$ cat config.mk
export PLATFORM = sky130hd
export DESIGN_NAME = atr_block
export DESIGN_NICKNAME = d
export VERILOG_FILES = /design/src/atr_pkg.sv /design/src/atr_block.sv
export SDC_FILE = /design/constraint.sdc
export NUM_CORES = 1
export LEC_CHECK = 0
export BUFFER_PORTS_ARGS = -buffer_cell sky130_fd_sc_hd__buf_2
export CORE_MARGIN = 2
export CORE_UTILIZATION = 40
export DETAILED_ROUTE_END_ITERATION = 12
export PLACE_DENSITY = 0.7
export SLEW_MARGIN = 20
export SYNTH_ARGS = -nofsm -noshare
export SYNTH_HDL_FRONTEND = slang
export SYNTH_SLANG_ARGS = --single-unit
$ cat constraint.sdc
create_clock -name MCLK -period 2.35 [get_ports MCLK]
set_clock_uncertainty 0.15 [all_clocks]
set_input_delay 0.1175 -clock MCLK [delete_from_list [all_inputs] [get_ports MCLK]]
set_output_delay 0.1175 -clock MCLK [all_outputs]
set_load 0.01 [all_outputs]
$ cat src/atr_pkg.sv
// Package for the converter trigger and result block: offsets, codes, types.
package atr_pkg;

	// Register word offsets on the Avalon-MM slave (byte addresses).
	localparam logic [3:0] OFF_CTRL   = 4'h0;
	localparam logic [3:0] OFF_TRIG   = 4'h4;
	localparam logic [3:0] OFF_RES_HI = 4'h8;
	localparam logic [3:0] OFF_RES_LO = 4'hC;

	// Control register field positions.
	localparam int CTRL_START_BIT  = 0;
	localparam int CTRL_FORMAT_BIT = 1;
	localparam int CTRL_BUSY_BIT   = 2;

	// Reset values.
	localparam logic [3:0] TRIG_RESET = 4'h0;
	localparam logic [7:0] RES_RESET  = 8'h00;

	// Conversion time in clock cycles.
	localparam logic [5:0] CONV_CYCLES = 6'h20;

	// Trigger select codes.
	typedef enum logic [3:0] {
		TRIG_NONE  = 4'h0,
		TRIG_RSV1  = 4'h1,
		TRIG_RSV2  = 4'h2,
		TRIG_TMR0  = 4'h3,
		TRIG_TMR16 = 4'h4,
		TRIG_PRMAT = 4'h5,
		TRIG_CMP1  = 4'h6,
		TRIG_CMP2  = 4'h7,
		TRIG_LC1   = 4'h8,
		TRIG_LC2   = 4'h9
	} atr_trig_type;

	// Peripheral interrupt flags that can start a conversion.
	typedef struct packed {
		logic lc2;
		logic lc1;
		logic cmp2;
		logic cmp1;
		logic prmat;
		logic tmr16;
		logic tmr0;
	} atr_flags_type;

	// Converter sequencing states, Gray coded.
	typedef enum logic [1:0] {
		ST_IDLE  = 2'b00,
		ST_CONV  = 2'b01,
		ST_STORE = 2'b11
	} atr_state_type;

endpackage

$ cat src/atr_block.sv
// Converter trigger select, conversion sequencing and result registers.
//
// The Avalon-MM register port and the address map were left to the implementer.
`timescale 1ns/1ns
module atr_block
	import atr_pkg::*;
(
	input  wire logic          MCLK,
	input  wire logic          SRST,
	input  wire logic [3:0]    AVS_ADDRESS,
	input  wire logic          AVS_READ,
	input  wire logic          AVS_WRITE,
	input  wire logic [31:0]   AVS_WRITEDATA,
	output logic [31:0]        AVS_READDATA,
	output logic               AVS_WAITREQUEST,
	input  wire atr_flags_type FLAGS,
	input  wire logic [9:0]    SAMPLE,
	output logic               BUSY
);

	////////////////////////////////////////////////////////////////////////
	// Flag inputs come from other peripherals on MCLK, so no synchroniser.
	atr_flags_type flags_prev;
	logic          sel_now;
	logic          sel_prev;
	logic          trig_edge;
	logic [3:0]    trig_sel;

	// Select one flag; reserved and unknown codes give a constant low.
	function automatic logic pick(input logic [3:0] code,
		input atr_flags_type f);
		unique case (code)
			TRIG_TMR0:  pick = f.tmr0;
			TRIG_TMR16: pick = f.tmr16;
			TRIG_PRMAT: pick = f.prmat;
			TRIG_CMP1:  pick = f.cmp1;
			TRIG_CMP2:  pick = f.cmp2;
			TRIG_LC1:   pick = f.lc1;
			TRIG_LC2:   pick = f.lc2;
			default:    pick = 1'b0;
		endcase
	endfunction

	// Both samples use the current select so a code change is no edge.
	always_comb begin
		sel_now   = pick(trig_sel, FLAGS);
		sel_prev  = pick(trig_sel, flags_prev);
		trig_edge = sel_now && !sel_prev;
	end

	always_ff @(posedge MCLK) begin
		if (SRST) begin
			flags_prev <= '0;
		end else begin
			flags_prev <= FLAGS;
		end
	end

	////////////////////////////////////////////////////////////////////////
	// Bus decode and conversion sequencer.
	atr_state_type state;
	atr_state_type next_state;
	logic [5:0]    count;
	logic [5:0]    next_count;
	logic          fmt_right;
	logic          next_fmt_right;
	logic [3:0]    next_trig_sel;
	logic [7:0]    res_hi;
	logic [7:0]    next_res_hi;
	logic [7:0]    res_lo;
	logic [7:0]    next_res_lo;
	logic [31:0]   next_readdata;
	logic          next_wait;
	logic          next_busy;
	logic          wr;
	logic          rd;
	logic          sw_start;

	// Waitrequest idles high and drops for one cycle, one edge after a
	// request is seen. Reads are decoded on that first edge so the data
	// stands with the low waitrequest; writes land on the edge where the
	// master sees waitrequest low, so a held write is applied just once.
	always_comb begin
		wr             = AVS_WRITE && !AVS_WAITREQUEST;
		rd             = AVS_READ && AVS_WAITREQUEST;
		sw_start       = wr && AVS_ADDRESS == OFF_CTRL
			&& AVS_WRITEDATA[CTRL_START_BIT];
		next_state     = state;
		next_count     = count;
		next_fmt_right = fmt_right;
		next_trig_sel  = trig_sel;
		next_res_hi    = res_hi;
		next_res_lo    = res_lo;
		next_readdata  = AVS_READDATA;
		next_wait      = !(AVS_READ || AVS_WRITE) || !AVS_WAITREQUEST;
		if (wr) begin
			unique case (AVS_ADDRESS)
				OFF_CTRL:   next_fmt_right = AVS_WRITEDATA[CTRL_FORMAT_BIT];
				OFF_TRIG:   next_trig_sel  = AVS_WRITEDATA[3:0];
				OFF_RES_HI: next_res_hi    = AVS_WRITEDATA[7:0];
				OFF_RES_LO: next_res_lo    = AVS_WRITEDATA[7:0];
				default:    ;
			endcase
		end
		if (rd) begin
			next_readdata = 32'h0000_0000;
			unique case (AVS_ADDRESS)
				OFF_CTRL: begin
					next_readdata[CTRL_FORMAT_BIT] = fmt_right;
					next_readdata[CTRL_BUSY_BIT]   = state != ST_IDLE;
				end
				OFF_TRIG:   next_readdata[3:0] = trig_sel;
				OFF_RES_HI: next_readdata[7:0] = res_hi;
				OFF_RES_LO: next_readdata[7:0] = res_lo;
				default:    ;
			endcase
		end
		// A trigger edge and a software start are the same request.
		unique case (state)
			ST_IDLE: if (trig_edge || sw_start) begin
				next_state = ST_CONV;
				next_count = CONV_CYCLES;
			end
			ST_CONV: begin
				next_count = count - 6'h01;
				if (count == 6'h01) next_state = ST_STORE;
			end
			ST_STORE: begin
				next_state = ST_IDLE;
				if (fmt_right) begin
					next_res_hi = {6'h00, SAMPLE[9:8]};
					next_res_lo = SAMPLE[7:0];
				end else begin
					next_res_hi = SAMPLE[9:2];
					next_res_lo = {SAMPLE[1:0], 6'h00};
				end
			end
			default: next_state = ST_IDLE;
		endcase
		next_busy = next_state != ST_IDLE;
	end

	// Results keep their value across reset; they are unknown at power-on.
	always_ff @(posedge MCLK) begin
		res_hi <= next_res_hi;
		res_lo <= next_res_lo;
		if (SRST) begin
			state           <= ST_IDLE;
			count           <= 6'h00;
			fmt_right       <= 1'b0;
			trig_sel        <= TRIG_RESET;
			AVS_READDATA    <= 32'h0000_0000;
			AVS_WAITREQUEST <= 1'b1;
			BUSY            <= 1'b0;
		end else begin
			state           <= next_state;
			count           <= next_count;
			fmt_right       <= next_fmt_right;
			trig_sel        <= next_trig_sel;
			AVS_READDATA    <= next_readdata;
			AVS_WAITREQUEST <= next_wait;
			BUSY            <= next_busy;
		end
	end

	////////////////////////////////////////////////////////////////////////
	// Checks. All assertions are off while SRST is high; the result registers are
	// left out of reset on purpose, so their checks look only at stores.
	a_reserved_idle: assert property (@(posedge MCLK) disable iff (SRST)
		(trig_sel <= 4'h2 && !sw_start && state == ST_IDLE)
		|=> state == ST_IDLE)
		else $error("reserved trigger code started a conversion");
	a_level_no_start: assert property (@(posedge MCLK) disable iff (SRST)
		(state == ST_IDLE && sel_now && sel_prev && !sw_start)
		|=> state == ST_IDLE)
		else $error("held trigger level started a conversion");
	a_edge_starts: assert property (@(posedge MCLK) disable iff (SRST)
		(state == ST_IDLE && trig_edge) |=> state == ST_CONV && BUSY)
		else $error("trigger edge did not start a conversion");
	a_flag_set_start: assert property (@(posedge MCLK) disable iff (SRST)
		(state == ST_IDLE && trig_sel == TRIG_TMR16
		&& FLAGS.tmr16 && !$past(FLAGS.tmr16)) |=> state == ST_CONV)
		else $error("timer flag set did not start a conversion");
	a_left_high: assert property (@(posedge MCLK) disable iff (SRST)
		(state == ST_STORE && !fmt_right) |=> res_hi == $past(SAMPLE[9:2]))
		else $error("left high result wrong");
	a_left_low: assert property (@(posedge MCLK) disable iff (SRST)
		(state == ST_STORE && !fmt_right)
		|=> res_lo == {$past(SAMPLE[1:0]), 6'h00})
		else $error("left low result wrong");
	a_conv_length: assert property (@(posedge MCLK) disable iff (SRST)
		(state == ST_IDLE && next_state == ST_CONV)
		|=> state == ST_CONV [*8])
		else $error("conversion ended early");
	a_cmp2_select: assert property (@(posedge MCLK) disable iff (SRST)
		trig_sel == TRIG_CMP2 |-> sel_now == FLAGS.cmp2)
		else $error("code 0111 does not select comparator two");
	// Codes 1010 and up name no source, so they can never make an edge.
	a_upper_silent: assert property (@(posedge MCLK) disable iff (SRST)
		trig_sel >= 4'hA |-> !trig_edge)
		else $error("reserved upper code produced a trigger edge");
	// An edge while busy must not restart the count; it is dropped.
	a_busy_drops: assert property (@(posedge MCLK) disable iff (SRST)
		(state != ST_IDLE && trig_edge) |=> count != CONV_CYCLES)
		else $error("trigger edge restarted a running conversion");
	// A software start from idle behaves exactly like a trigger edge.
	a_sw_starts: assert property (@(posedge MCLK) disable iff (SRST)
		(state == ST_IDLE && sw_start) |=> state == ST_CONV && BUSY)
		else $error("software start did not begin a conversion");
	// Each request is answered by exactly one low cycle of waitrequest.
	a_bus_answer: assert property (@(posedge MCLK) disable iff (SRST)
		(AVS_WAITREQUEST && (AVS_READ || AVS_WRITE))
		|=> !AVS_WAITREQUEST ##1 AVS_WAITREQUEST)
		else $error("bus answer was not a single low cycle");
	c_trig_conv: cover property (@(posedge MCLK) trig_edge ##1 BUSY);
	c_sw_conv: cover property (@(posedge MCLK) sw_start ##1 BUSY);
	c_store: cover property (@(posedge MCLK) state == ST_STORE);
	c_left_store: cover property (@(posedge MCLK)
		state == ST_STORE && !fmt_right);

endmodule // atr_block

== After elaboration in Yosys (flattened, before gate mapping) ==
Cells that the tools add are included.

* Add/subtract/negate cells: 1
* Equal/unequal tests: 14
* Mux-type cells: 19
* Reduce and logical (&&, ||, !) cells: 24

{| class="wikitable"
|+ Operators with widths
! kind !! count
|-
| $mux 8 || 8
|-
| $eq 4x3->1 const B || 5
|-
| $eq 4x4->1 const B || 4
|-
| $pmux 1 s7 || 2
|-
| $pmux 6 s2 || 1
|-
| $reduce_bool 2->1 || 6
|-
| $reduce_and 2->1 || 5
|-
| $pmux 2 s4 || 1
|-
| $pmux 4 s2 || 1
|-
| $eq 6x1->1 const B || 1
|-
| $mux 6 || 1
|-
| $pmux 1 s3 || 2
|-
| $sub 6x1->6 const B || 1
|-
| $logic_and 1x1->1 || 5
|-
| $eq 4x2->1 const B || 1
|-
| $logic_not 4->1 || 1
|-
| $mux 2 || 2
|-
| $pmux 2 s2 || 1
|-
| $logic_not 1->1 || 3
|-
| $logic_or 1x1->1 || 3
|-
| $eq 2x1->1 const B || 1
|-
| $eq 2x2->1 const B || 1
|-
| $logic_not 2->1 || 1
|-
| $ne 2x2->1 const B || 1
|}

* Register bits after elaboration: 46
* Input bits: 57
* Output and inout port bits: 34
* Logic and storage cells: 74

== Logic depth before layout (Yosys ltp) ==
Gate-level depths: netlist (run 1).

* Depth after elaboration: 8
* Gate-level depth with buffers: 6
* Mapped depth without buffers: 5

== Least setup slack after synthesis (run 1) ==
Ideal clock, no wire load.

* Path kind: register to register
* Start: register AVS_WAITREQUEST
* End: register res_hi[0] (enable)
* Setup time: 0.384 ns
* Arrival: 1.696 ns
* Data required time: 1.816 ns
* Setup slack: 0.120 ns
* Stages on the path, launching flop included: 4
* Buffers on the path: 0
* Period minus slack after synthesis: 2.230 ns
* Path through: dfxtp_1 > nor4b_2 > nand2_1 > o21ai_0

* Word-level cells in the longest chain between the ends: 4

{| class="wikitable"
|+ Ends and longest elaborated chain
! item !! line !! source
|-
| start, declared || atr_block.sv:15 || <nowiki>output logic AVS_WAITREQUEST,</nowiki>
|-
| start signal, assigned || atr_block.sv:161 || <nowiki>AVS_WAITREQUEST <= next_wait;</nowiki>
|-
| $logic_not 1->1 || atr_block.sv:84 || <nowiki>wr = AVS_WRITE && !AVS_WAITREQUEST;</nowiki>
|-
| $logic_and 1x1->1 || atr_block.sv:84 ||
|-
| $reduce_bool 2->1 (no line) || - ||
|-
| $reduce_and 2->1 (no line) || - ||
|-
| end signal, assigned || atr_block.sv:145 || <nowiki>res_hi <= next_res_hi;</nowiki>
|-
| end, declared || atr_block.sv:68 || <nowiki>logic [7:0] res_hi;</nowiki>
|}

Every way passes these cells.
A chain may end at the register's enable or synchronous reset.

== Worst setup path after layout (run 1) ==
* Start: register trig_sel[2]
* End: register count[4]

* Word-level cells in the longest chain between the ends: 7
* Elaborated cells between the ends (all ways): 14
* Those cells by class: eq/ne (8); mux (2); reduce/logical (4)

{| class="wikitable"
|+ Ends and longest elaborated chain
! item !! line !! source
|-
| start, declared || atr_block.sv:27 || <nowiki>logic [3:0] trig_sel;</nowiki>
|-
| start signal, assigned || atr_block.sv:159 || <nowiki>trig_sel <= next_trig_sel;</nowiki>
|-
| $eq 4x4->1 (tied with other cells) || atr_block.sv:32 || <nowiki>unique case (code)</nowiki>
|-
| $pmux 1 s7 || atr_block.sv:32 ||
|-
| $logic_not 1->1 || atr_block.sv:48 || <nowiki>trig_edge = sel_now && !sel_prev;</nowiki>
|-
| $logic_and 1x1->1 * || atr_block.sv:48 ||
|-
| $logic_or 1x1->1 * || atr_block.sv:120 || <nowiki>ST_IDLE: if (trig_edge || sw_start) begin</nowiki>
|-
| $ne 2x2->1 (no line) * || - ||
|-
| $reduce_and 2->1 (no line) * || - ||
|-
| end signal, assigned || atr_block.sv:157 || <nowiki>count <= next_count;</nowiki>
|-
| end, declared || atr_block.sv:63 || <nowiki>logic [5:0] count;</nowiki>
|}

Mark *: on every way between the ends. The rest lies on a longest branch, timed or not.

==> results.yml, run 1 <==
setup_path:
  reg2reg_depth: 4
  reg2reg_to: "count[4]"
  start_kind: "flop"
  rr_startpoint: "trig_sel[2]"
  required_ps: 2370
  crit_type: "reg2reg"
  endpoint_kind: "flop"
  cp_max_fo: 12
  r2r_setup_slack_ps: 200
  worstPathArrival_ps: 2170
clock_network:
  cts_sinks: 46
  cts_buffers: 5
  cts-hold-fix-buffers: 27
  cts_setup_buffers: 0
  cts_root_buf: "clkbuf_8"
  tritoncts: "done"
  postCtsResizedCells: 0
  htreeDepth: 2
  clk_latency_ps: 300
  clk_pin_slew_worst_paths_ps: 90
  clock_path_buffers: 2
routing:
  wire_per_inst_um: 13.16
  wirelength_um: 5131
  vias: 1986
  vias_per_cell: 5.092
  first_pass_iters: 4
  drtIter0Drc: 132
  ant_nets: 0
  drc: 0
layout:
  post-route-util: 0.5075
  syn_to_final_growth_pct: 23.47
  drive_above_1_share: 0.2063
  n_antenna_cell: 0
  design_area_mm2: 0.002969
  layout.nets: 373
timing:
  layout_min_cycle_time_ps: 2154
  setup_viol: 0
  report.final.hold_viol_count: 0
  tns_ps: 0
  min_period_over_period: 0.9166
  drv_slew: 0
  rsz0062_at_grt: "no"
  setup_slack_ps: 195.9
  timing.fmax_mhz: 464.2
synth:
  synth_top_area_frac: 0.2497
  synth.cell_area_mm2: 0.002405
  synth_common_cells: "dfxtp_1 (30), buf_4 (25), nand2_1 (23), a21oi_1 (17), edfxtp_1 (16)"
  synth-edff-count: 16
  synth_top_flop_cell: "dfxtp_1"
  synthArstFlopShare: 0
  ys_seq_elements: 46
  synth_seq_area_share: 0.4495
  synth_largest_area_cell: "dfxtp_1"
  synth_warnings: 0
  synth_area_leaders: "dfxtp_1 (25%), edfxtp_1 (20%), buf_4 (7.8%)"
  yosysMostFrequentCell: "dfxtp_1"
  syn_avg_cell_area_um2: 9.697
  ys_types: 51
  synthCells: 248
power:
  p_per_area_mw_per_mm2: 539.3
  p_clk_frac: 0.371
  peakVddDrop_mv: 0.2363
  switching_power_mw: 0.3683
  leakage_nw: 1.199
  p_int_mw: 1.233
  pwr-share-comb: 0.104
  p_sw_frac: 0.2300
  p_seq_frac: 0.524
global_route:
  antenna_found_initial: 0
  grt_start_max_net_pins: 15
  grt_pass1_vias: 1846
  busiest_layer: "met2"
  grt_pass1_wl_um: 8535
  grt_util_met3: 0.03297
  globalRouteTotalUtil: 0.1690
  gr-total-overflow: 0
  grtUsageMet1: 0.2145
  use_met2: 0.2795
placed_design:
  place_congestion: 0.7993
  dp_hpwl_um: 3619
  dpl_cell_area_mm2: 0.002589
  io_buffers: 42
  dp_slack_ps: 238.9
min_path:
  worstHoldPathCells: 3
  hold_path.class: "in2reg"
  hold_path_end: "res_hi[7]"
  min_from: "SAMPLE[9]"
outcome:
  status: "finished clean"
floorplan:
  die-area_mm2: 0.006648
  die_y_um: 81.54
  row_count: 28
  pin_count: 91
  dieWidth_um: 81.54
  start_util: 0.4110
  core_area_mm2: 0.005851
flow_run:
  max_cap_violations: 0
-- registers in the layout (all words and copies together), names as in the netlist --
signal	flops
state	2
BUSY	1
trig_sel	4
flags_prev	7
AVS_READDATA	8
res_hi	8
AVS_WAITREQUEST	1
res_lo	8
count	6
fmt_right	1
-- metrics by stage --
step | instances | hold WS [ps] | total power, mW
6_report | 390 | 30.67 | 1.601
3_3_place_gp | 355 | 188.6 | 0.9874
2_1_floorplan | 271 | 83.39 | 0.9668
4_1_cts | 390 | 33.58 | 1.605
3_5_place_dp | 355 | 194.1 | 0.9897
5_1_grt | 390 | 55.99 | 1.663
-- worst max-delay path, cell delays in order, from the launching register on --
cell and delay, ps:
dfxtp_1 560, mux2_4 340, a221o_1 400, o31ai_4 410, a311oi_1 160
-- area by class of cell --
class,count,area (um^2)
Clock buffer,6,72.57
Clock inverter,2,37.54
Fill cell,540,2882
Inverter,6,22.52
Multi-Input combinational cell,180,1136
Sequential cell,46,1081
Tap cell,75,93.84
Timing Repair Buffer,75,525.5
-- placed cells by master (no fill, tap or decap), types with 2 or more instances in the layout --
cell,netlist,routed
nand2b_1,4,4
nor3_1,7,7
mux2_2,2,2
buf_4,25,6
dfxtp_1,30,30
a22o_1,10,10
nand3_1,7,7
o21ai_0,11,11
nor2_1,14,14
a21oi_1,17,17
nor2b_1,9,9
edfxtp_1,16,16
a211oi_1,2,2
and3_1,3,3
clkbuf_8,0,5
nand2_1,23,23
nand3b_1,2,2
buf_2,3,42
a31oi_1,3,3
conb_1,1,24
dlygate4sd3_1,0,27
ha_1,2,2
mux2i_1,9,9
a311oi_1,2,2
a22oi_1,5,5
inv_1,6,6
-- cells by family after synthesis --
| family | share of synthesized area |
|---|---|
| simple gates | 0.1722 |
| compound gates | 0.1790 |
| flops | 0.4495 |
| buf+inv | 0.1139 |
| mux | 0.07336 |
| fa+ha+maj | 0.01040 |
| other cells | 0.001559 |
-- how the worst max path moves through the flow --
stage / cells after the start / end / from
after CTS: 4 / count[4] / trig_sel[2]
after floorplan: 3 / res_hi[0] / AVS_WAITREQUEST
final: 4 / count[4] / trig_sel[2]
after global routing: 4 / res_hi[4] / state[0]
after global placement: 4 / count[4] / trig_sel[2]
after detailed placement: 4 / count[4] / trig_sel[2]
-- power groups by stage --
stage                     sequential (mW)  combinational (mW)  clock [mW]
final                               0.840               0.167       0.594
after global routing                0.841               0.185       0.637
after CTS                           0.840               0.165       0.600
after detailed placement            0.858               0.131           0
after global placement              0.858               0.129           0
after floorplan                     0.858               0.109           0
-- metal layers --
metal  up-vias  share of wire
li1        979              -
met4         0          0.015
met2        84           0.48
met1       917           0.43
met5         -              0
met3         6          0.076
(Power assumes the default switching activity.)
==> inputs of run 2 (changes only) <==
- CORE_UTILIZATION: 40 -> 49
- PLACE_DENSITY: 0.7 -> 0.89
==> results.yml, run 2 (synthesis gave the netlist of run 1 again) <==
outcome:
  status: "finished clean"
min_path:
  worstHoldPathCells: 2
  hold_path.class: "in2reg"
timing:
  layout_min_cycle_time_ps: 2107
  setup_viol: 0
  report.final.hold_viol_count: 0
  rsz0062_at_grt: "no"
  drv_slew: 0
  tns_ps: 0
  maxSlewHeadroom: 0.6554
  timing.fmax_mhz: 474.7
  worstMarginPinSlew_ps: 515.8
  min_period_over_period: 0.8965
clock_network:
  clock_path_buffers: 2
  tritoncts: "done"
  clk_pin_slew_worst_paths_ps: 80
  cts_buffers: 5
  cts_sinks: 46
  clk_latency_ps: 300
  cts_root_buf: "clkbuf_8"
  htreeDepth: 2
routing:
  drc: 0
  vias_per_cell: 5.296
  drtIter0Drc: 160
  wire_per_inst_um: 14.40
  wirelength_um: 5444
  first_pass_iters: 5
  ant_nets: 0
  vias: 2002
floorplan:
  row_count: 25
  core_area_mm2: 0.004723
  die_y_um: 74.06
  pin_count: 91
  start_util: 0.5091
  dieWidth_um: 74.06
  die-area_mm2: 0.005484
power:
  leakage_nw: 1.169
  p_per_area_mw_per_mm2: 509.6
  total_power_mw: 1.475
  peakVddDrop_mv: 0.2637
layout:
  layout.nets: 369
  layout_common_cells: "buf_2 (42), dfxtp_1 (30), dlygate4sd3_1 (25), conb_1 (24), nand2_1 (23)"
  drive_above_1_share: 0.1994
  n_antenna_cell: 0
  reg_top3: "AVS_READDATA (8), res_hi (8), res_lo (8)"
  fillers: 374
  syn_to_final_growth_pct: 20.40
  final_common_cell: "buf_2"
setup_path:
  worstPathArrival_ps: 2120
  start_kind: "flop"
  reg2reg_depth: 4
  crit_type: "reg2reg"
  endpoint_kind: "flop"
  required_ps: 2370
  cp_max_fo: 12
global_route:
  gr-total-overflow: 0
  antenna_found_initial: 0
  grt_start_max_net_pins: 24
  grt_pass1_wl_um: 8638
  globalRouteTotalUtil: 0.2079
  grt_pass1_vias: 1839
placed_design:
  place_congestion: 0.8958
  io_buffers: 42
  dp_hpwl_um: 3476
flow_run:
  max_cap_violations: 0
## run 2: area by class of cell
type	instances	area, um^2	area share
clock inverters	2	8.758	0.003025
well taps	67	83.83	0.02895
flip-flops and latches	46	1081	0.3734
clock buffers	6	72.57	0.02506
inverters	6	22.52	0.007779
repair buffers	71	490.5	0.1694
multi-input cells	180	1136	0.3924
## run 2: per-layer routing
| layer | GRT usage | vias to the layer above | wire length [um] |
|---|---|---|---|
| li1 | - | 974 | - |
| met1 | 0.2622 | 904 | 2294 |
| met2 | 0.3552 | 107 | 2611 |
| met3 | 0.04336 | 17 | 408 |
| met4 | 0.07071 | 0 | 130 |
| met5 | 0 | - | 0 |
## run 2: stage by stage
step	cells	setup WS (ps)	util	hold slack (ps)	cell area, um^2
after global placement	345	275.7	0.5428	187.5	2564
after global routing	378	101.2	0.6130	33.98	2895
after CTS	378	250.7	0.6130	2.853	2895
final	378	243.2	0.6130	19.26	2895
after floorplan	271	120.4	-	83.39	2491
after detailed placement	345	275.2	0.5428	192.3	2564
## run 2: path summary, 6_finish.rpt
kind / start / to / slack [ps]
hold reg to reg: AVS_READDATA[5] / AVS_READDATA[5] / 350
setup / recovery: trig_sel[2] / count[4] / 240
setup reg to reg: trig_sel[2] / count[4] / 240
hold / removal: SAMPLE[7] / res_hi[5] / 20
## run 2: power by group
group / switching [mW] / leakage [nW] / internal, mW / total, mW
clock network: 0.265 / 0.0388 / 0.204 / 0.469
logic: 0.0872 / 0.742 / 0.0796 / 0.167
registers: 0.00633 / 0.388 / 0.833 / 0.840
## run 2: worst max-delay path: stages, from the launching register on
cell	delay [ps]
dfxtp_1	560
mux2_4	330
a221o_1	400
o31ai_4	390
a311oi_1	150
## run 2: timing repair
| action | 4_1_cts | 5_1_grt |
|---|---|---|
| buffers inserted | 0 | 0 |
| resized for setup | 0 | 0 |
| hold buffers | 25 | 0 |
| hold endpoints to repair | 25 | 0 |
